[config.mk]
export PLATFORM = sky130hd
export DESIGN_NAME = motor_drive_option_config
export DESIGN_NICKNAME = d
export VERILOG_FILES = /design/src/inc/motor_cfg_pkg.sv /design/src/hdl/motor_drive_option_config.sv /design/src/hdl/dead_time_gen.sv /design/src/hdl/brake_persist.sv
export SDC_FILE = /design/constraint.sdc
export NUM_CORES = 1
export LEC_CHECK = 0
export BUFFER_PORTS_ARGS = -buffer_cell sky130_fd_sc_hd__buf_2
export CAP_MARGIN = 20
export CORE_ASPECT_RATIO = 1.25
export CORE_MARGIN = 3
export CORE_UTILIZATION = 45
export CTS_BUF_LIST = sky130_fd_sc_hd__clkbuf_8
export DETAILED_ROUTE_END_ITERATION = 10
export GPL_TIMING_DRIVEN = 0
export PLACE_DENSITY = 0.67
export RECOVER_POWER = 100
export SLEW_MARGIN = 40
export SYNTH_ARGS = -nofsm -noshare
export SYNTH_HDL_FRONTEND = slang
export SYNTH_SLANG_ARGS = --single-unit
[constraint.sdc]
create_clock -name pclk -period 7.46 [get_ports pclk]
set_input_delay 0.746 -clock pclk [delete_from_list [all_inputs] [get_ports pclk]]
set_output_delay 0.746 -clock pclk [all_outputs]
set_load 0.01 [all_outputs]
[src/inc/motor_cfg_pkg.sv]
// Constants, types and helpers shared by the motor drive option block
// ----------------------------------------------------------------------
// Contract
// - Four-bit code picks closed-loop ramp rate while estimator unaligned.
// - Two-bit code picks brake current-below persistence: 50/100/250/500 ms.
// - Bus voltage filtered unless filter-off bit set; then raw value used.
// - Brake mode bit: clear gives low-side braking, set gives align braking.
// - Brake source: 0/3 follow pin, 1 brake per mode, 2 never brake.
// - Dead time between phase high and low drive is code times 50 ns; the legs give that rounded up to whole 100 ns clocks plus one clock.
// - Bus current limiting acts only while its enable bit is set.
// - Direction source: 0/3 follow pin, 1 forces A-B-C, 2 forces A-C-B.
// - Direction change: bit clear stops then speed detect; set reverses.
// ----------------------------------------------------------------------
`default_nettype none
package motor_cfg_pkg;
  // Register byte offsets
  localparam logic [11:0] ALGO_OFFSET = 12'h058;
  localparam logic [11:0] PIN_OFFSET = 12'h05C;
  localparam logic [11:0] PERI_OFFSET = 12'h060;
  // Reset values
  localparam logic [31:0] ALGO_RESET = 32'h0000_0000;
  localparam logic [31:0] PIN_RESET = 32'h0000_0000;
  localparam logic [31:0] PERI_RESET = 32'h0000_0000;
  // Writable bits; all others are reserved and read as zero
  localparam logic [31:0] ALGO_MASK = 32'h0000_03C3;
  localparam logic [31:0] PIN_MASK = 32'h0008_0007;
  localparam logic [31:0] PERI_MASK = 32'h0000_7E0F;
  // Field positions
  localparam int ACCEL_LSB = 6;
  localparam int PERSIST_LSB = 0;
  localparam int FILT_OFF_BIT = 19;
  localparam int BRAKE_MODE_BIT = 2;
  localparam int BRAKE_SRC_LSB = 0;
  localparam int DEAD_LSB = 9;
  localparam int BUS_LIM_BIT = 3;
  localparam int DIR_SRC_LSB = 1;
  localparam int DIR_MODE_BIT = 0;
  // Timing
  localparam int CLK_PERIOD_NS = 100;
  localparam int DEAD_STEP_NS = 50;
  localparam int NS_PER_MS = 1000000;
  localparam int PERSIST0_MS = 50;
  localparam int PERSIST1_MS = 100;
  localparam int PERSIST2_MS = 250;
  localparam int PERSIST3_MS = 500;
  // Bus voltage low-pass: new = old + (raw - old) / 8
  localparam int FILT_SHIFT = 3;
  localparam logic [14:0] ACCEL_MAX = 15'h4E20;

  typedef enum logic [1:0] {
    DIR_RUN = 2'b00,
    DIR_STOP = 2'b01,
    DIR_DETECT = 2'b10,
    DIR_REVERSE = 2'b11
  } dir_state_t;

  // Ramp rate in units of 0.1 Hz/s
  function automatic logic [14:0] accel_tenths(input logic [3:0] code);
    logic [14:0] r;
    r = 15'h0001;
    case (code)
      4'h0: r = 15'h0001;
      4'h1: r = 15'h000A;
      4'h2: r = 15'h0014;
      4'h3: r = 15'h001E;
      4'h4: r = 15'h0032;
      4'h5: r = 15'h0064;
      4'h6: r = 15'h00C8;
      4'h7: r = 15'h012C;
      4'h8: r = 15'h0190;
      4'h9: r = 15'h01F4;
      4'hA: r = 15'h03E8;
      4'hB: r = 15'h07D0;
      4'hC: r = 15'h1388;
      4'hD: r = 15'h1D4C;
      4'hE: r = 15'h2710;
      default: r = ACCEL_MAX;
    endcase
    return r;
  endfunction
endpackage
`default_nettype wire

[src/hdl/motor_drive_option_config.sv]
// Option registers and drive-side logic for a three-phase motor drive
`timescale 1ns/10ps
`default_nettype none
module motor_drive_option_config
  import motor_cfg_pkg::*;
#(
  parameter int ADDR_W = 12,
  parameter int VDC_W = 12,
  parameter int PCNT_W = 23,
  parameter int PERSIST0_CYC = PERSIST0_MS * (NS_PER_MS / CLK_PERIOD_NS),
  parameter int PERSIST1_CYC = PERSIST1_MS * (NS_PER_MS / CLK_PERIOD_NS),
  parameter int PERSIST2_CYC = PERSIST2_MS * (NS_PER_MS / CLK_PERIOD_NS),
  parameter int PERSIST3_CYC = PERSIST3_MS * (NS_PER_MS / CLK_PERIOD_NS)
)
(
  input wire logic pclk,
  input wire logic presetn,
  input wire logic psel,
  input wire logic penable,
  input wire logic pwrite,
  input wire logic [ADDR_W-1:0] paddr,
  input wire logic [31:0] pwdata,
  output logic [31:0] prdata,
  output logic pready,
  output logic pslverr,
  input wire logic brake_pin,
  input wire logic dir_pin,
  input wire logic [2:0] pwm_demand,
  input wire logic pwm_en,
  input wire logic current_below,
  input wire logic bus_over_limit,
  input wire logic [VDC_W-1:0] vdc_raw,
  input wire logic vdc_valid,
  input wire logic motor_stopped,
  input wire logic detect_done,
  input wire logic reverse_done,
  output logic [14:0] closed_loop_slow_accel,
  output logic [VDC_W-1:0] vdc_meas,
  output logic bus_limit_active,
  output logic low_side_brake,
  output logic align_brake,
  output logic brake_met,
  output logic dir_ccw,
  output logic stop_req,
  output logic initial_speed_detect,
  output logic reverse_req,
  output logic phase_a_out_hi,
  output logic phase_a_out_lo,
  output logic phase_b_out_hi,
  output logic phase_b_out_lo,
  output logic phase_c_out_hi,
  output logic phase_c_out_lo
);
  typedef struct packed {
    logic [31:0] algo;
    logic [31:0] pin;
    logic [31:0] peri;
    logic [31:0] rdata;
    logic ready;
    logic err;
    logic [1:0] brake_sync;
    logic [1:0] dir_sync;
    dir_state_t dir_st;
    logic applied_dir;
    logic stop_req;
    logic detect_req;
    logic rev_req;
    logic [14:0] accel;
    logic [VDC_W-1:0] vdc_filt;
    logic [VDC_W-1:0] vdc_out;
    logic lim_act;
    logic low_brake;
    logic align_brake;
  } state_t;

  state_t st_ff;
  state_t nxt_st;

  logic brake_req;
  logic dir_want;
  logic [2:0] leg_demand;
  logic leg_en;
  logic [5:0] dead_cycles;
  logic [2:0] hi_w;
  logic [2:0] lo_w;
  logic signed [VDC_W:0] vdc_diff;

  // ----------------------------------------------------------------
  // Field decode
  // ----------------------------------------------------------------
  // round dead time up
  assign dead_cycles = 6'((32'(st_ff.peri[DEAD_LSB +: 6]) * DEAD_STEP_NS
    + CLK_PERIOD_NS - 1) / CLK_PERIOD_NS);

  // Filter step; difference carries a sign bit
  assign vdc_diff = $signed({1'b0, vdc_raw}) - $signed({1'b0, st_ff.vdc_filt});

  always_comb
  begin
    unique case (st_ff.pin[BRAKE_SRC_LSB +: 2])
      2'h1: brake_req = 1'b1;
      2'h2: brake_req = 1'b0;
      default: brake_req = st_ff.brake_sync[1];
    endcase
  end

  always_comb
  begin
    unique case (st_ff.peri[DIR_SRC_LSB +: 2])
      2'h1: dir_want = 1'b0;
      2'h2: dir_want = 1'b1;
      default: dir_want = st_ff.dir_sync[1];
    endcase
  end

  // ----------------------------------------------------------------
  // Phase demand to the legs
  // ----------------------------------------------------------------
  // Braking outranks the direction sequence and the modulator
  always_comb
  begin
    leg_en = 1'b1;
    leg_demand = 3'h0;
    if (st_ff.low_brake)
      leg_demand = 3'h0;
    else if (st_ff.align_brake)
      leg_demand = 3'h1;
    else if (st_ff.dir_st == DIR_STOP || st_ff.dir_st == DIR_DETECT)
      leg_en = 1'b0;
    else
    begin
      leg_en = pwm_en;
      leg_demand = st_ff.applied_dir ?
        {pwm_demand[1], pwm_demand[2], pwm_demand[0]} : pwm_demand;
    end
  end

  // ----------------------------------------------------------------
  // Next state: bus, options, sequencing
  // ----------------------------------------------------------------
  always_comb
  begin
    nxt_st = st_ff;
    // Pins pass two flops before anything reads them
    nxt_st.brake_sync = {st_ff.brake_sync[0], brake_pin};
    nxt_st.dir_sync = {st_ff.dir_sync[0], dir_pin};

    // Setup phase prepares the answer; access phase sees pready high
    nxt_st.ready = 1'b0;
    nxt_st.err = 1'b0;
    if (psel && !penable)
    begin
      nxt_st.ready = 1'b1;
      case (paddr)
        ALGO_OFFSET: nxt_st.rdata = st_ff.algo;
        PIN_OFFSET: nxt_st.rdata = st_ff.pin;
        PERI_OFFSET: nxt_st.rdata = st_ff.peri;
        default:
        begin
          nxt_st.rdata = 32'h0000_0000;
          nxt_st.err = 1'b1;
        end
      endcase
    end

    if (psel && penable && st_ff.ready && pwrite)
    begin
      case (paddr)
        ALGO_OFFSET: nxt_st.algo = pwdata & ALGO_MASK;
        PIN_OFFSET: nxt_st.pin = pwdata & PIN_MASK;
        PERI_OFFSET: nxt_st.peri = pwdata & PERI_MASK;
        default: nxt_st.err = 1'b0;
      endcase
    end

    nxt_st.accel = accel_tenths(st_ff.algo[ACCEL_LSB +: 4]);

    if (vdc_valid)
    begin
      nxt_st.vdc_filt = VDC_W'(st_ff.vdc_filt
        + VDC_W'(vdc_diff >>> FILT_SHIFT));
      nxt_st.vdc_out = st_ff.pin[FILT_OFF_BIT] ? vdc_raw : nxt_st.vdc_filt;
    end

    nxt_st.lim_act = st_ff.peri[BUS_LIM_BIT] && bus_over_limit;

    nxt_st.low_brake = brake_req && !st_ff.pin[BRAKE_MODE_BIT];
    nxt_st.align_brake = brake_req && st_ff.pin[BRAKE_MODE_BIT];

    nxt_st.stop_req = 1'b0;
    nxt_st.detect_req = 1'b0;
    nxt_st.rev_req = 1'b0;
    unique case (st_ff.dir_st)
      DIR_RUN:
      begin
        if (dir_want != st_ff.applied_dir)
        begin
          if (st_ff.peri[DIR_MODE_BIT])
          begin
            nxt_st.dir_st = DIR_REVERSE;
            nxt_st.applied_dir = dir_want;
            nxt_st.rev_req = 1'b1;
          end
          else
          begin
            nxt_st.dir_st = DIR_STOP;
            nxt_st.stop_req = 1'b1;
          end
        end
      end
      DIR_STOP:
      begin
        nxt_st.stop_req = 1'b1;
        if (motor_stopped)
        begin
          // Direction is taken only once the rotor has stopped
          nxt_st.dir_st = DIR_DETECT;
          nxt_st.stop_req = 1'b0;
          nxt_st.applied_dir = dir_want;
          nxt_st.detect_req = 1'b1;
        end
      end
      DIR_DETECT:
      begin
        nxt_st.detect_req = !detect_done;
        if (detect_done)
          nxt_st.dir_st = DIR_RUN;
      end
      DIR_REVERSE:
      begin
        nxt_st.rev_req = !reverse_done;
        if (reverse_done)
          nxt_st.dir_st = DIR_RUN;
      end
    endcase
  end

  // State register
  always_ff @(posedge pclk or negedge presetn)
  begin
    if (!presetn)
    begin
      st_ff <= '0;
      st_ff.algo <= ALGO_RESET;
      st_ff.pin <= PIN_RESET;
      st_ff.peri <= PERI_RESET;
      st_ff.dir_st <= DIR_RUN;
    end
    else
      st_ff <= nxt_st;
  end

  // ----------------------------------------------------------------
  // Leg drivers and brake timer
  // ----------------------------------------------------------------
  for (genvar i = 0; i < 3; i++)
  begin : g_leg
    dead_time_gen #(
      .CNT_W(6)
    ) u_leg (
      .pclk(pclk),
      .presetn(presetn),
      .en(leg_en),
      .demand(leg_demand[i]),
      .dead_cycles(dead_cycles),
      .hi_on(hi_w[i]),
      .lo_on(lo_w[i])
    );
  end

  brake_persist #(
    .CNT_W(PCNT_W),
    .CYC0(PERSIST0_CYC),
    .CYC1(PERSIST1_CYC),
    .CYC2(PERSIST2_CYC),
    .CYC3(PERSIST3_CYC)
  ) u_persist (
    .pclk(pclk),
    .presetn(presetn),
    .active(st_ff.low_brake || st_ff.align_brake),
    .below(current_below),
    .sel(st_ff.algo[PERSIST_LSB +: 2]),
    .met(brake_met)
  );

  // ----------------------------------------------------------------
  // Outputs, all from flops
  // ----------------------------------------------------------------
  assign prdata = st_ff.rdata;
  assign pready = st_ff.ready;
  assign pslverr = st_ff.err;
  assign closed_loop_slow_accel = st_ff.accel;
  assign vdc_meas = st_ff.vdc_out;
  assign bus_limit_active = st_ff.lim_act;
  assign low_side_brake = st_ff.low_brake;
  assign align_brake = st_ff.align_brake;
  assign dir_ccw = st_ff.applied_dir;
  assign stop_req = st_ff.stop_req;
  assign initial_speed_detect = st_ff.detect_req;
  assign reverse_req = st_ff.rev_req;
  assign phase_a_out_hi = hi_w[0];
  assign phase_a_out_lo = lo_w[0];
  assign phase_b_out_hi = hi_w[1];
  assign phase_b_out_lo = lo_w[1];
  assign phase_c_out_hi = hi_w[2];
  assign phase_c_out_lo = lo_w[2];
endmodule
`default_nettype wire

[src/hdl/dead_time_gen.sv]
// One phase leg: complementary drive with dead time inserted
`timescale 1ns/10ps
`default_nettype none
module dead_time_gen
  import motor_cfg_pkg::*;
#(
  parameter int CNT_W = 6
)
(
  input wire logic pclk,
  input wire logic presetn,
  input wire logic en,
  input wire logic demand,
  input wire logic [CNT_W-1:0] dead_cycles,
  output logic hi_on,
  output logic lo_on
);
  typedef struct packed {
    logic side;
    logic [CNT_W-1:0] cnt;
    logic hi;
    logic lo;
    logic [CNT_W:0] off_run;
  } leg_t;

  leg_t st_ff;
  leg_t nxt_st;

  // ----------------------------------------------------------------
  // Leg sequencing
  // ----------------------------------------------------------------
  // both off in gap
  always_comb
  begin
    nxt_st = st_ff;
    nxt_st.off_run = (st_ff.hi || st_ff.lo) ? '0 :
      ((&st_ff.off_run) ? st_ff.off_run : st_ff.off_run + 1'b1);
    if (!en || demand != st_ff.side)
    begin
      nxt_st.hi = 1'b0;
      nxt_st.lo = 1'b0;
      nxt_st.side = en ? demand : st_ff.side;
      nxt_st.cnt = dead_cycles;
    end
    else if (st_ff.cnt != '0)
    begin
      nxt_st.hi = 1'b0;
      nxt_st.lo = 1'b0;
      nxt_st.cnt = st_ff.cnt - 1'b1;
    end
    else
    begin
      nxt_st.hi = st_ff.side;
      nxt_st.lo = !st_ff.side;
    end
  end

  // State register; legs start switched off
  always_ff @(posedge pclk or negedge presetn)
  begin
    if (!presetn)
      st_ff <= '0;
    else
      st_ff <= nxt_st;
  end

  assign hi_on = st_ff.hi;
  assign lo_on = st_ff.lo;
endmodule
`default_nettype wire

[src/hdl/brake_persist.sv]
// Timer for current below threshold while braking
`timescale 1ns/10ps
`default_nettype none
module brake_persist
  import motor_cfg_pkg::*;
#(
  parameter int CNT_W = 23,
  parameter int CYC0 = 500000,
  parameter int CYC1 = 1000000,
  parameter int CYC2 = 2500000,
  parameter int CYC3 = 5000000
)
(
  input wire logic pclk,
  input wire logic presetn,
  input wire logic active,
  input wire logic below,
  input wire logic [1:0] sel,
  output logic met
);
  typedef struct packed {
    logic [CNT_W-1:0] cnt;
    logic met;
  } persist_t;

  persist_t st_ff;
  persist_t nxt_st;
  logic [CNT_W-1:0] limit;

  always_comb
  begin
    unique case (sel)
      2'h0: limit = CNT_W'(CYC0);
      2'h1: limit = CNT_W'(CYC1);
      2'h2: limit = CNT_W'(CYC2);
      2'h3: limit = CNT_W'(CYC3);
    endcase
  end

  // Any current above threshold restarts the wait
  always_comb
  begin
    nxt_st = st_ff;
    if (!(active && below))
    begin
      nxt_st.cnt = '0;
      nxt_st.met = 1'b0;
    end
    else if (st_ff.cnt >= limit - 1'b1)
      nxt_st.met = 1'b1;
    else
      nxt_st.cnt = st_ff.cnt + 1'b1;
  end

  always_ff @(posedge pclk or negedge presetn)
  begin
    if (!presetn)
      st_ff <= '0;
    else
      st_ff <= nxt_st;
  end

  assign met = st_ff.met;
endmodule
`default_nettype wire

; ---- Word level (Yosys, flattened, before mapping)
; Memory sizes are Yosys's and may differ from the RTL's. A register that Yosys moved wholly into a read port is not among the register bits.
; Index checks and enable logic that the tools add are counted.
[totals]
mem_bits_rw = 0
latch_bits = 0
input_bits = 73
wordCells = 150
mem_count = 1
mem_bits_ro = 240
out_inout_bits = 75
ff_bits = 130
[classes]
eq_ne = 24
mul = 1
add_sub_neg = 9
n_reduce_logical = 40
magnitude_cmp = 1
div_mod_pow = 1
bitwise = 0
shift = 0
mux = 41
[memory_table]
columns = memory, depth, width, read_ports, rd_clocked_by_memory_dff, wr, line_no
row1 = (no name shown), 16, 15, 1, 1, 0, motor_cfg_pkg.sv:61  ; case (code)
[ops]
columns = op, count
row1 = $pmux W23 S4, 1
row2 = $pmux W20 S3, 1
row3 = $eq A12 B7 Y1 const B, 3
row4 = $div A32 B7 Y32 const B, 1
row5 = $mux W24, 1
row6 = $mux W8, 3
row7 = $add A23 B1 Y23 const B, 1
row8 = $ge A23 B23 Y1, 1
row9 = $mux W23, 1
row10 = $sub A23 B1 Y23 const B, 1
row11 = $mux W6, 3
row12 = $reduce_bool A6 Y1, 3
row13 = $sub A6 B1 Y6 const B, 3
row14 = $mux W2, 7
row15 = $ne A2 B2 Y1 const B, 7
row16 = $sub A13 B1 Y14 const B, 1
row17 = $add A12 B7 Y13 const B, 1
row18 = $sub A12 B12 Y13, 1
row19 = $add A12 B12 Y12, 1
row20 = $eq A2 B2 Y1 const B, 6
row21 = $mux W12, 1
row22 = $mux W3, 4
row23 = $reduce_and A2 Y1, 6
row24 = $mul A6 B5 Y11 const B, 1
row25 = 15 further kinds, 58

; ---- Depth between registers and ports, before layout
; Gate-level depths: netlist of run 1.
[logic_depth]
depth_word = 8
mapped_depth = 34
ltp_nobuf = 31

; ---- Hierarchy
; Synthesis of run 1 repeated with hierarchy kept, for this count alone.
[hier_totals]
cells_unflattened = 1172
area_unflattened_um2 = 10602.7
[modules_own_cells]
columns = module, area_each_um2, seq_area_each_um2, n_inst, cells_each
row1 = motor_drive_option_config, 7337.0, 2202.1, 1, 829
row2 = brake_persist, 1756.7, 600.6, 1, 205
row3 = dead_time_gen, 503.0, 225.2, 3, 46

; ---- Worst setup path after synthesis of run 1
; Ideal clock, no wire load.
[synth_timing]
kind = register to register
startpoint = reg st_ff[96] (netlist name)
endpoint = reg g_leg[0].u_leg.st_ff[9] (netlist name)
n_path_buf = 1
path_stages_with_launch = 30
required_ns = 7.395
setup_slack_ns = -0.218
period_less_slack_ns = 7.678
setup_ns = 0.065
arrival_ns = 7.613
path_cell_list = dfrtp_1 ha_1 ha_1 ha_1 fa_1 a211oi_2 nor2_1 nor4_4 nand3_2 xor2_1 nor3_1 ha_1 nor3_1 a31oi_1 o2111ai_1 nand2_1 or4_4 nand3_1 mux2_2 nor2_1 o21ai_0 a2bb2oi_2 a31oi_1 buf_2 a211oi_2 nor2_1 or4_1 a31o_1 o211ai_2 mux2_2
[synth_between]
elab_chain_cells = 5
[synth_lines]
columns = element, line_no
row1 = from (decl), motor_drive_option_config.sv:76  ; state_t st_ff;
row2 = from (signal assigned), motor_drive_option_config.sv:250  ; st_ff <= nxt_st;
row3 = $mul A6 B5 Y11, motor_drive_option_config.sv:92  ; assign dead_cycles = 6'((32'(st_ff.peri[DEAD_LSB +: 6]) * DEAD_STEP_NS
row4 = $add A12 B7 Y13, motor_drive_option_config.sv:93  ; + CLK_PERIOD_NS - 1) / CLK_PERIOD_NS);
row5 = $sub A13 B1 Y14, motor_drive_option_config.sv:93
row6 = $div A32 B7 Y32, motor_drive_option_config.sv:93
row7 = $mux W8, dead_time_gen.sv:38  ; if (!en || demand != st_ff.side)
row8 = to (signal assigned), dead_time_gen.sv:64  ; st_ff <= nxt_st;
row9 = to (decl), dead_time_gen.sv:26  ; leg_t st_ff;
; Every way passes these cells.
; A chain may end at the register's enable or synchronous reset.

; ---- Worst setup path after layout of run 1
[layout_timing]
startpoint = reg st_ff[98] (netlist name)
endpoint = reg g_leg[1].u_leg.st_ff[9] (netlist name)
[layout_between]
elab_chain_cells = 5
[layout_lines]
columns = element, line_no
row1 = $mul A6 B5 Y11, motor_drive_option_config.sv:92
row2 = $add A12 B7 Y13, motor_drive_option_config.sv:93
row3 = $sub A13 B1 Y14, motor_drive_option_config.sv:93
row4 = $div A32 B7 Y32, motor_drive_option_config.sv:93
row5 = $mux W8, dead_time_gen.sv:38
row6 = to (signal assigned), dead_time_gen.sv:64
row7 = to (decl), dead_time_gen.sv:26
; Every way passes these cells.

==> results of run 1 <==
metrics by stage:
stage	hold WS (ps)	TNS [ps]
after global routing	375	-1090
after CTS	72.6	0
after global placement	346	-4110
after floorplan	331	0
after detailed placement	351	-4190
final	378	-138
layout make-up:
| type | count | area share [%] |
|---|---|---|
| timing repair buffer | 179 | 8.06 |
| inverter | 54 | 1.58 |
| buffer | 94 | 4.76 |
| multi-input combinational | 893 | 52.5 |
| clock inverter | 15 | 1.35 |
| clock buffer | 17 | 1.83 |
| tap | 283 | 2.76 |
| sequential | 139 | 27.2 |
worst max path at each step:
stage / slack (ps) / to / startpoint
floorplan: 80 / g_leg[0].u_leg.st_ff[9] / st_ff[96]
global placement: -960 / g_leg[0].u_leg.st_ff[9] / st_ff[95]
detailed placement: -980 / g_leg[1].u_leg.st_ff[9] / st_ff[95]
CTS: 30 / g_leg[1].u_leg.st_ff[9] / st_ff[99]
global route: -370 / g_leg[1].u_leg.st_ff[9] / st_ff[98]
finish: -60 / g_leg[1].u_leg.st_ff[9] / st_ff[98]
flip-flops by register name (all words and copies together), names as in the netlist, 2 cells and up:
name,cells
closed_loop_slow_accel,15
g_leg.u_leg.hi_on,3
g_leg.u_leg.lo_on,3
g_leg.u_leg.st_ff,21
nxt_st,2
prdata,14
st_ff,36
u_persist.st_ff,23
vdc_meas,12
per-layer routing:
metal | vias up | wire, um | track usage [%]
li1 | 4490 | - | -
met1 | 4470 | 11500 | 26.5
met2 | 218 | 13700 | 38.2
met3 | 41 | 1190 | 3.92
met4 | 4 | 554 | 5.96
met5 | - | 18 | 0
critical path: cells and delay by family, from the launching register on:
family / cells / cell delay [ps]
simple gates: 11 / 2450
compound gates: 10 / 2540
flops: 1 / 450
buf+inv: 1 / 160
fa+ha+maj: 5 / 1520
mux: 1 / 300
layout by cell type, fill, tap and decap left out, types with 13 or more instances in the layout:
| cell type | n |
|---|---|
| a21o_1 | 15 |
| a21oi_1 | 61 |
| and3_1 | 14 |
| buf_2 | 55 |
| buf_4 | 124 |
| clkbuf_1 | 81 |
| clkbuf_8 | 17 |
| conb_1 | 21 |
| dfrtp_1 | 135 |
| ha_1 | 64 |
| ha_4 | 16 |
| inv_1 | 53 |
| mux2_2 | 24 |
| mux2i_1 | 20 |
| nand2_1 | 99 |
| nand2b_1 | 17 |
| nand3_1 | 21 |
| nor2_1 | 103 |
| nor3_1 | 42 |
| o21a_1 | 14 |
| o21ai_0 | 61 |
| or3_1 | 13 |
| xnor2_1 | 39 |
| xor2_1 | 18 |
what timing repair did:
item                       in CTS  in global routing
resized for setup              66                 31
setup endpoints to repair       6                  6
cloned                          0                  0
pin swaps                      31                 14
setup buffers                  44                 24
cell families after synthesis:
family | share of synthesized area [%]
AOI/OAI and AO/OA | 18.2
other | 0.0724
adders and majority gates | 10.2
muxes | 5.10
buffers and inverters | 7.72
DFF | 33.5
xor gates and xnor gates | 5.22
and+or+nand+nor | 20.0
power by group:
part	total (uW)	internal, uW	switching (uW)
Clock	637	285	352
Combinational	1430	650	782
Sequential	984	891	93.6
==> impl_summary.log, run 1 <==
INFO  metric io-pin-count = 148
INFO  metric clk_transition_reported_paths = 90 ps
INFO  metric layout_min_cycle_time = 7520 ps
INFO  metric cts-htree-levels = 4
INFO  metric maximum_number_of_pins_on_one_net_before_global_route_repair = 67
INFO  metric stdcell_area = 12800 um2
INFO  metric timing.hold.worst.start = nxt_st[51]
INFO  metric number_of_design_rule_violations_left_after_detail_routing = 0
INFO  metric failing_checks = max-capacitance violations, max-slew violations, negative setup slack
INFO  metric floorplan.die.width = 142 um
INFO  metric post-route-period-util = 101%
INFO  metric first_global_vias = 9099
INFO  metric static-leakage-power = 0.00589 uW
INFO  metric final_core_util = 57.1%
INFO  metric timing.hold.worst_endpoint = st_ff[51]
INFO  metric layoutNonFillerInstCount = 1674
INFO  metric placed_area = 11400 um2
INFO  metric cts_tree = done
INFO  metric power_density_of_the_placed_cells = 238 nW/um2
INFO  metric worstSetupStartpointType = flop
INFO  metric post_synth.cell_area_avg = 8.94 um2
INFO  metric yosys.area.top_type = dfrtp_1
INFO  metric floorplan.initialDensity = 46.2%
INFO  metric gp_routability_congestion = 0.937
INFO  metric final_number_of_setup_violating_endpoints = 3
INFO  metric detailedRoute.firstIterationViolations = 424
INFO  metric synth_commonest_cells = 139 x dfrtp_1, 110 x nor2_1, 102 x nand2_1
INFO  metric dominantRegCellSynth = dfrtp_1
INFO  metric most_frequent_cell_after_synthesis = dfrtp_1
INFO  metric timing.critical_path.slowest_stage_cell = or4_4
INFO  metric antenna_found_initial = 2
INFO  metric post_synth_inst_count = 1161
INFO  metric final_antenna_net_count = 0
INFO  metric clk_path_buf_depth = 2
INFO  metric timing.critical_path.arrival = 7860 ps
INFO  metric peakVddDrop = 267 uV
INFO  metric rsz0062_at_grt = true
INFO  metric cts.hold.buffers_added = 0
INFO  metric latest_clock_arrival_within_the_worst_skew_pair = 450 ps
INFO  metric globalRouteTotalUtil = 21.5%
INFO  metric synth-warning-count = 0
INFO  metric layout-drive-gt1-share = 25.3%
INFO  metric critical_path_required = 7800 ps
INFO  metric crit-reg2reg-launch = st_ff[98]
INFO  metric first_pass_grt_wire_length = 44.2 mm
INFO  metric ys_seq_area_share = 33.5%
INFO  metric syn_to_final_growth = 23.5%
INFO  metric synthesis.area = 10400 um2
INFO  metric path_max_fanout = 6
INFO  metric postSynth.asyncResetShare = 100%
INFO  metric netlist-cell-type-count = 97
INFO  metric vias_per_cell = 5.51
INFO  metric holdCritPathClass = reg2reg
INFO  metric worst_setup_end_kind = flop
INFO  metric reg2reg_depth = 28
INFO  metric ys_seq_elements = 139
INFO  metric multi_input_area = 6720 um2
INFO  metric detail_route.first_pass.iterations = 5
INFO  metric criticalPathCategory = reg2reg
INFO  metric r2r_end = g_leg[1].u_leg.st_ff[9]
INFO  metric buffer_ports.inserted = 109
INFO  metric p_total = 3050 uW
INFO  metric routed_wirelength = 27.0 mm
INFO  metric overflow = 0
INFO  metric min_delay_path_depth = 0
INFO  metric rows = 61
INFO  metric dpl.cell_count = 1574
INFO  metric fp.dieH = 176 um
INFO  metric place.detailed.hpwl = 19.8 mm
INFO  metric finClkSkew = 13.7 ps
INFO  metric maxCapViolCount = 2
INFO  metric post_drt_wl_per_cell = 16.1 um
INFO  metric final_count_of_pins_violating_max_slew = 124
INFO  metric synth-edff-count = 0
INFO  metric post-place-ws = -982 ps
INFO  metric synth.area.top_cells = dfrtp_1 34%, ha_1 9.8%, buf_4 4.4%
INFO  metric critical_path.most_common_cell = ha_1
INFO  metric sink_count = 139
INFO  metric yosysTopAreaCellShare = 33.5%
INFO  metric num-fill-cells = 2032
INFO  metric critPathMaxStageDelay = 600 ps
INFO  metric outcome = finished, violations left
INFO  metric num_antenna_cells = 0
INFO  metric seqCellArea = 3480 um2
INFO  metric final_worst_slack = -63.5 ps
INFO  metric achievable-frequency = 0.133 GHz
INFO  metric worst_pin_slew = 3150 ps
INFO  metric design.die.area = 24900 um2
INFO  metric slew_headroom = -110%
INFO  metric core = 22400 um2
INFO  metric cts_inserted_buffers = 17
INFO  metric finalHoldViolCount = 0
INFO  metric cts_root_buf = clkbuf_8
INFO  metric num_vias = 9223
INFO  metric worst-r2r-setup-slack = -60 ps
INFO  metric fin_nets = 1534
Power figures use the tool's default switching activity.
==> inputs of run 2 (changes only) <==
--- a/config.mk
+++ b/config.mk
@@ -5,6 +5,7 @@
 export SDC_FILE = /design/constraint.sdc
 export NUM_CORES = 1
 export LEC_CHECK = 0
+export ABC_AREA = 0
 export BUFFER_PORTS_ARGS = -buffer_cell sky130_fd_sc_hd__buf_2
 export CAP_MARGIN = 20
 export CORE_ASPECT_RATIO = 1.25
@@ -13,7 +14,7 @@
 export CTS_BUF_LIST = sky130_fd_sc_hd__clkbuf_8
 export DETAILED_ROUTE_END_ITERATION = 10
 export GPL_TIMING_DRIVEN = 0
-export PLACE_DENSITY = 0.67
+export PLACE_DENSITY = 0.64
 export RECOVER_POWER = 100
 export SLEW_MARGIN = 40
 export SYNTH_ARGS = -nofsm -noshare
==> constraint.sdc (replaced) <==
create_clock -name pclk -period 8.35 [get_ports pclk]
set_input_delay 0.835 -clock pclk [delete_from_list [all_inputs] [get_ports pclk]]
set_output_delay 0.835 -clock pclk [all_outputs]
set_load 0.01 [all_outputs]
==> run 2 against run 1 <==
Net effect:
- sequential cell count unchanged
- critical endpoint is now g_leg[0].u_leg.st_ff[9]
- critical path depth up 2
- power down 13%
- highest routed layer unchanged
- the run ends with max-capacitance violations, max-slew violations left
- global-route usage down 0.98 points
- cell count down 2.9%
==> impl_summary.log, run 2 (synthesized netlist as in run 1, its figures left out) <==
INFO  metric sink_count = 139 (unchanged)
INFO  metric number_of_design_rule_violations_left_after_detail_routing = 0 (unchanged)
INFO  metric largest_reg_flops = 36 (unchanged)
INFO  metric worst_hold_slack = 352 ps (-26.2 ps)
INFO  metric cts-htree-levels = 4 (unchanged)
INFO  metric maxCapViolCount = 3 (+1)
INFO  metric failing_checks = max-capacitance violations, max-slew violations
INFO  metric critical_path_required = 8730 ps (+930 ps)
INFO  metric criticalPathCategory = reg2reg
INFO  metric place.detailed.hpwl = 19.5 mm (-1.5%)
INFO  metric grt-busiest-layer = met2
INFO  metric finalHoldViolCount = 0 (unchanged)
INFO  metric antenna_found_initial = 1 (-1)
INFO  metric grt_util_met3 = 3.46% (-0.46 points)
INFO  metric grt.met1_usage = 25.3% (-1.2 points)
INFO  metric slew_headroom = -85.9% (+24 points)
INFO  metric fp.dieH = 176 um (unchanged)
INFO  metric post-route-period-util = 96.6% (-4.2 points)
INFO  metric first_global_vias = 8672 (-4.7%)
INFO  metric cts_root_buf = clkbuf_8
INFO  metric clk_path_buf_depth = 2 (unchanged)
INFO  metric final_number_of_setup_violating_endpoints = 0 (-3)
INFO  metric latest_clock_arrival_within_the_worst_skew_pair = 450 ps (about the same)
INFO  metric layout-drive-gt1-share = 19.4% (-5.9 points)
INFO  metric maximum_number_of_pins_on_one_net_before_global_route_repair = 55 (-18%)
INFO  metric path_max_fanout = 10 (+4)
INFO  metric final_count_of_pins_violating_max_slew = 144 (+16%)
INFO  metric post_drt_wl_per_cell = 15.5 um (-3.8%)
INFO  metric gp_routability_congestion = 0.881 (-6.0%)
INFO  metric timing.critical_path.slowest_stage_cell = or4_4
INFO  metric core = 22400 um2 (unchanged)
INFO  metric max_flop_register = st_ff
INFO  metric floorplan.die.width = 142 um (unchanged)
INFO  metric detail_route.first_pass.iterations = 6 (+1)
INFO  metric power_density_of_the_placed_cells = 224 nW/um2 (-6.2%)
INFO  metric cts.hold.buffers_added = 0 (unchanged)
INFO  metric clk_transition_reported_paths = 80 ps (about the same)
INFO  metric holdCritPathClass = reg2reg
INFO  metric largestRegisters = st_ff: 36 flops, u_persist.st_ff: 23 flops, g_leg.u_leg.st_ff: 21 flops
INFO  metric cts_inserted_buffers = 17 (unchanged)
INFO  metric layout_common_cells = 136 x dfrtp_1, 105 x nor2_1, 101 x nand2_1
INFO  metric syn_to_final_growth = 14.9%
INFO  metric final_antenna_net_count = 0 (unchanged)
INFO  metric vias_per_cell = 5.43 (-1.4%)
INFO  metric final_common_cell = dfrtp_1
INFO  metric worst_pin_slew = 2790 ps (-361 ps)
INFO  metric design.die.area = 24900 um2 (unchanged)
INFO  metric grtUsageMet2 = 36.0% (-2.2 points)
INFO  metric worst_setup_end_kind = flop
INFO  metric critPathMaxStageDelay = 600 ps (about the same)
INFO  metric critical_path.most_common_cell = ha_1
INFO  metric first_pass_grt_wire_length = 42.0 mm (-4.8%)
INFO  metric timing.critical_path.arrival = 8450 ps (+590 ps)
INFO  metric rows = 61 (unchanged)
INFO  metric overflow = 0 (unchanged)
INFO  metric detailedRoute.firstIterationViolations = 380 (-10%)
INFO  metric floorplan.initialDensity = 46.2% (unchanged)
INFO  metric layout_min_cycle_time = 8070 ps (+546 ps)
INFO  metric num_antenna_cells = 0 (unchanged)
INFO  metric globalRouteTotalUtil = 20.5% (-0.98 points)
INFO  metric routed_wirelength = 25.2 mm (-6.6%)
INFO  metric tns = 0 ps (+138 ps)
INFO  metric fin_nets = 1485 (-3.2%)
INFO  metric num_vias = 8831 (-4.3%)
INFO  metric static-leakage-power = 0.00555 uW (-5.8%)
INFO  metric io-pin-count = 148 (unchanged)
INFO  metric outcome = finished, violations left
INFO  metric finClkSkew = 19.8 ps (+6.09 ps)
INFO  metric achievable-frequency = 0.124 GHz (-6.8%)
INFO  metric cts_tree = done
INFO  metric peakVddDrop = 184 uV (-31%)
INFO  metric buffer_ports.inserted = 109 (unchanged)
INFO  metric worstSetupStartpointType = flop
==> run 2: cell count changes in the layout (fill, tap and decap cells not counted), moves of 3 or more <==
| cell | previous run | this run |
|---|---|---|
| ha_4 | 16 | 0 |
| o21ai_0 | 61 | 64 |
| inv_6 | 6 | 3 |
| ha_1 | 64 | 81 |
| a21oi_1 | 61 | 64 |
| inv_8 | 5 | 0 |
| buf_4 | 124 | 79 |
| a21oi_2 | 5 | 2 |
| buf_6 | 5 | 1 |
| clkinvlp_4 | 0 | 5 |
| nor4_1 | 7 | 10 |
| nor2_4 | 4 | 1 |
| clkinv_2 | 0 | 3 |
==> run 2: cell type report <==
type | instances | area (um2)
clock buffer | 19 | 262
inverter | 54 | 203
fill | 2183 | 10500
buffer | 94 | 596
timing repair buffer | 130 | 623
tap | 283 | 354
clock inverter | 13 | 118
multi-input combinational | 893 | 6280
sequential | 139 | 3480
==> run 2: path summary, 6_finish.rpt <==
check	startpoint	to	slack (ps)	cells past startpoint
max in group asynchronous	presetn	closed_loop_slow_accel[0]	2020	3
max	st_ff[95]	g_leg[0].u_leg.st_ff[9]	280	30
min	nxt_st[49]	st_ff[49]	350	0
min in group asynchronous	presetn	u_persist.st_ff[2]	870	1
min reg2reg	nxt_st[49]	st_ff[49]	350	0
max reg2reg	st_ff[95]	g_leg[0].u_leg.st_ff[9]	280	30
==> run 2: through the flow <==
stage               utilization, %  total power [uW]  std cells  cell area, um2  worst slack [ps]
finish                        53.1              2670       1625           11900               281
global route                  53.1              2910       1625           11900             -68.1
CTS                           52.7              2710       1607           11800              32.2
detailed placement            50.9              2160       1574           11400              -535
global placement              50.6              2140       1572           11300              -477
floorplan                        -              1870       1180           10400               672
==> run 2: per-layer routing <==
layer	vias up	part of all wire, %
met5	-	0.036
met1	4192	42
li1	4402	-
met2	200	51
met3	35	4.7
met4	2	2.2
==> run 2: power by group <==
group	leakage (uW)	internal (uW)	switching (uW)	total, uW
Combinational	0.00356	574	683	1260
Sequential	0.00181	796	84.1	880
Clock	0.000181	252	276	529
Total	0.00555	1620	1040	2670
==> run 2: repair_timing <==
| action | CTS | global route |
|---|---|---|
| buffers inserted | 1 | 18 |
| resized for setup | 6 | 25 |
| endpoints found under the setup margin | 3 | 3 |
| pin swaps | 2 | 11 |
==> run 2: critical path, delay by kind of cell, from the launching register on <==
kind	cells	cell delay, ps
compound gates	11	2650
simple gates	9	2350
fa+ha+maj	5	1600
buf+inv	3	570
flops	1	460
mux	1	190
xor+xnor	1	170
==> inputs of run 3 (changes only) <==
--- a/config.mk
+++ b/config.mk
@@ -10,11 +10,11 @@
 export CAP_MARGIN = 20
 export CORE_ASPECT_RATIO = 1.25
 export CORE_MARGIN = 3
-export CORE_UTILIZATION = 45
+export CORE_UTILIZATION = 36
 export CTS_BUF_LIST = sky130_fd_sc_hd__clkbuf_8
 export DETAILED_ROUTE_END_ITERATION = 10
 export GPL_TIMING_DRIVEN = 0
-export PLACE_DENSITY = 0.64
+export PLACE_DENSITY = 0.53
 export RECOVER_POWER = 100
 export SLEW_MARGIN = 40
 export SYNTH_ARGS = -nofsm -noshare
==> run 3 against run 2 <==
Net effect:
- the run still ends with max-capacitance violations, max-slew violations left
- global-route usage shrank 3.1 points
- clock skew shrank 7.9 ps
- cell area grew 2.2%
- first-iteration DRC count shrank 5.3%
- combinational power is essentially flat
- largest power group unchanged
==> impl_summary.log, run 3 (synthesized netlist as in run 1, its figures left out) <==
INFO  metric worstSetupStartpointType = flop
INFO  metric final_number_of_setup_violating_endpoints = 0 (unchanged)
INFO  metric rows = 68 (+11%)
INFO  metric p_seq_share = 31.6% (-1.4 points)
INFO  metric globalRouteTotalUtil = 17.3% (-3.1 points)
INFO  metric criticalPathCategory = reg2reg
INFO  metric failing_checks = max-capacitance violations, max-slew violations
INFO  metric routed_wirelength = 26.4 mm (+4.8%)
INFO  metric power_switching_share = 37.6% (-1.5 points)
INFO  metric worst_setup_end_kind = flop
INFO  metric path_max_fanout = 9 (-1)
INFO  metric sink_count = 139 (unchanged)
INFO  metric detailedRoute.firstIterationViolations = 360 (-5.3%)
INFO  metric number_of_design_rule_violations_left_after_detail_routing = 0 (unchanged)
INFO  metric first_pass_grt_wire_length = 43.8 mm (+4.3%)
INFO  metric cts.hold.buffers_added = 0 (unchanged)
INFO  metric placed_area = 11500 um2 (+0.73%)
INFO  metric final_antenna_net_count = 0 (unchanged)
INFO  metric cts_inserted_buffers = 17 (unchanged)
INFO  metric power.share.combinational = 45.2% (-2.0 points)
INFO  metric worstPathBufferInverterCount = 2 (-1)
INFO  metric final_core_util = 43.5% (-9.6 points)
INFO  metric stdcell_area = 12200 um2 (+2.2%)
INFO  metric finalHoldViolCount = 0 (unchanged)
INFO  metric static-leakage-power = 0.00561 uW (+0.99%)
INFO  metric overflow = 0 (unchanged)
INFO  metric max_flop_register = st_ff
INFO  metric buffer_ports.inserted = 109 (unchanged)
INFO  metric timing.hold.worst.start = nxt_st[51]
INFO  metric clk_path_buf_depth = 2 (unchanged)
INFO  metric crit-reg2reg-launch = st_ff[98]
INFO  metric maximum_number_of_pins_on_one_net_before_global_route_repair = 57 (+3.6%)
INFO  metric largestRegisters = st_ff: 36 flops, u_persist.st_ff: 23 flops, g_leg.u_leg.st_ff: 21 flops
INFO  metric cts-htree-levels = 4 (unchanged)
INFO  metric core = 28000 um2 (+25%)
INFO  metric place.detailed.hpwl = 20.5 mm (+5.6%)
INFO  metric peakVddDrop = 173 uV (-5.9%)
INFO  metric clock_power_share = 23.2% (+3.4 points)
INFO  metric critPathMaxStageDelay = 590 ps (about the same)
INFO  metric final_count_of_pins_violating_max_slew = 144 (unchanged)
INFO  metric fin_nets = 1486 (+0.067%)
INFO  metric worst_pin_slew = 3010 ps (+223 ps)
INFO  metric clk_transition_reported_paths = 90 ps (about the same)
INFO  metric finClkSkew = 11.9 ps (-7.89 ps)
INFO  metric outcome = finished, violations left
INFO  metric layout-drive-gt1-share = 20.0% (+0.66 points)
INFO  metric timing.critical_path.arrival = 8520 ps (+70 ps)
INFO  metric latest_clock_arrival_within_the_worst_skew_pair = 450 ps (about the same)
INFO  metric critical_path.most_common_cell = ha_1
INFO  metric syn_to_final_growth = 17.4%
INFO  metric detail_route.first_pass.iterations = 5 (-1)
INFO  metric post_drt_wl_per_cell = 15.6 um (+0.49%)
INFO  metric design.die.area = 30900 um2 (+24%)
INFO  metric achievable-frequency = 0.123 GHz (-0.68%)
INFO  metric timing.hold.worst_endpoint = st_ff[51]
INFO  metric layoutNonFillerInstCount = 1695 (+4.3%)
INFO  metric critical_path_required = 8750 ps (+20 ps)
INFO  metric floorplan.initialDensity = 37.1% (-9.2 points)
INFO  metric critPathTopFamily = simple AND/OR/NAND/NOR gates
INFO  metric fp.dieH = 196 um (+11%)
INFO  metric slew_headroom = -101% (-15 points)
INFO  metric post-route-period-util = 97.3% (+0.66 points)
INFO  metric cell_internal_pwr = 1740 uW (+7.1%)
INFO  metric antenna_found_initial = 4 (+3)
INFO  metric vias_per_cell = 5.22 (-4.0%)
INFO  metric gp_routability_congestion = 0.847 (-3.9%)
INFO  metric worst-r2r-setup-slack = 230 ps (-60 ps)
INFO  metric final_common_cell = dfrtp_1
INFO  metric min_delay_path_depth = 0 (unchanged)
INFO  metric num-fill-cells = 2783 (+27%)
INFO  metric holdCritPathClass = reg2reg
INFO  metric dpl.cell_count = 1641 (+4.3%)
INFO  metric maxCapViolCount = 3 (unchanged)
INFO  metric power_density_of_the_placed_cells = 229 nW/um2 (+2.2%)
INFO  metric r2r_end = g_leg[0].u_leg.st_ff[9]
INFO  metric first_global_vias = 8768 (+1.1%)
INFO  metric power_switching = 1050 uW (+0.34%)
INFO  metric largest_reg_flops = 36 (unchanged)
INFO  metric reg2reg_depth = 30 (unchanged)
INFO  metric cts_root_buf = clkbuf_8
INFO  metric io-pin-count = 148 (unchanged)
INFO  metric layout_common_cells = 135 x dfrtp_1, 105 x nor2_1, 100 x nand2_1
INFO  metric timing.critical_path.slowest_stage_cell = or4_4
INFO  metric floorplan.die.width = 158 um (+11%)
INFO  metric layout_min_cycle_time = 8120 ps (+55.0 ps)
INFO  metric num_vias = 8840 (+0.10%)
INFO  metric cts_tree = done
[run 3: cell types whose count changed in the layout (fill, tap and decap cells not counted), sizes merged]
cell and delta:
bufinv +4, buf +2, diode +2, clkbuf -2
clkinvlp -3
[run 3: power by group through the flow]
stage / registers (uW) / clock network (uW) / logic, uW
after floorplan: 879 / 0 / 996
after detailed placement: 891 / 0 / 1280
after global routing: 897 / 698 / 1440
final: 880 / 645 / 1260
after CTS: 880 / 666 / 1290
after global placement: 892 / 0 / 1260
[run 3: metrics by stage]
stage / setup WS (ps) / TNS, ps / hold WS, ps / total power [uW]
finish: 226 / 0 / 352 / 2780
global route: -68.7 / -197 / 357 / 3030
CTS: 8.76 / 0 / 212 / 2840
detailed placement: -657 / -2280 / 335 / 2170
global placement: -602 / -1930 / 333 / 2150
floorplan: 672 / 0 / 331 / 1870
[run 3: what timing repair did]
action                     CTS  global route
resized for setup            8            34
pin swaps                    3            16
setup buffers                4            16
setup endpoints to repair    6             6
[run 3: cell type report]
class	instances	area (um2)	area share, %
multi-input cells	893	6340	52.1
flip-flops and latches	139	3480	28.6
repair buffers	131	643	5.28
plain buffers	94	603	4.95
well taps	350	438	3.60
clock buffers	18	248	2.03
clock inverters	14	215	1.77
inverters	54	203	1.66
diodes	2	5.00	0.0411
[run 3: how the worst max path moves through the flow]
stage | from | end | slack [ps] | cells after the start
2_1_floorplan | st_ff[96] | g_leg[0].u_leg.st_ff[9] | 670 | 29
4_1_cts | st_ff[95] | g_leg[0].u_leg.st_ff[9] | 9 | 29
6_report | st_ff[98] | g_leg[0].u_leg.st_ff[9] | 230 | 30
5_1_grt | st_ff[98] | g_leg[0].u_leg.st_ff[9] | -70 | 30
3_5_place_dp | st_ff[95] | g_leg[0].u_leg.st_ff[9] | -660 | 29
3_3_place_gp | st_ff[95] | g_leg[0].u_leg.st_ff[9] | -600 | 29
[run 3: layer usage]
| layer | wire length (um) | up-vias | track usage (%) |
|---|---|---|---|
| li1 | - | 4400 | - |
| met1 | 11200 | 4199 | 21.7 |
| met2 | 13400 | 206 | 29.8 |
| met3 | 1390 | 31 | 3.91 |
| met4 | 437 | 4 | 4.95 |
| met5 | 21 | - | 0 |
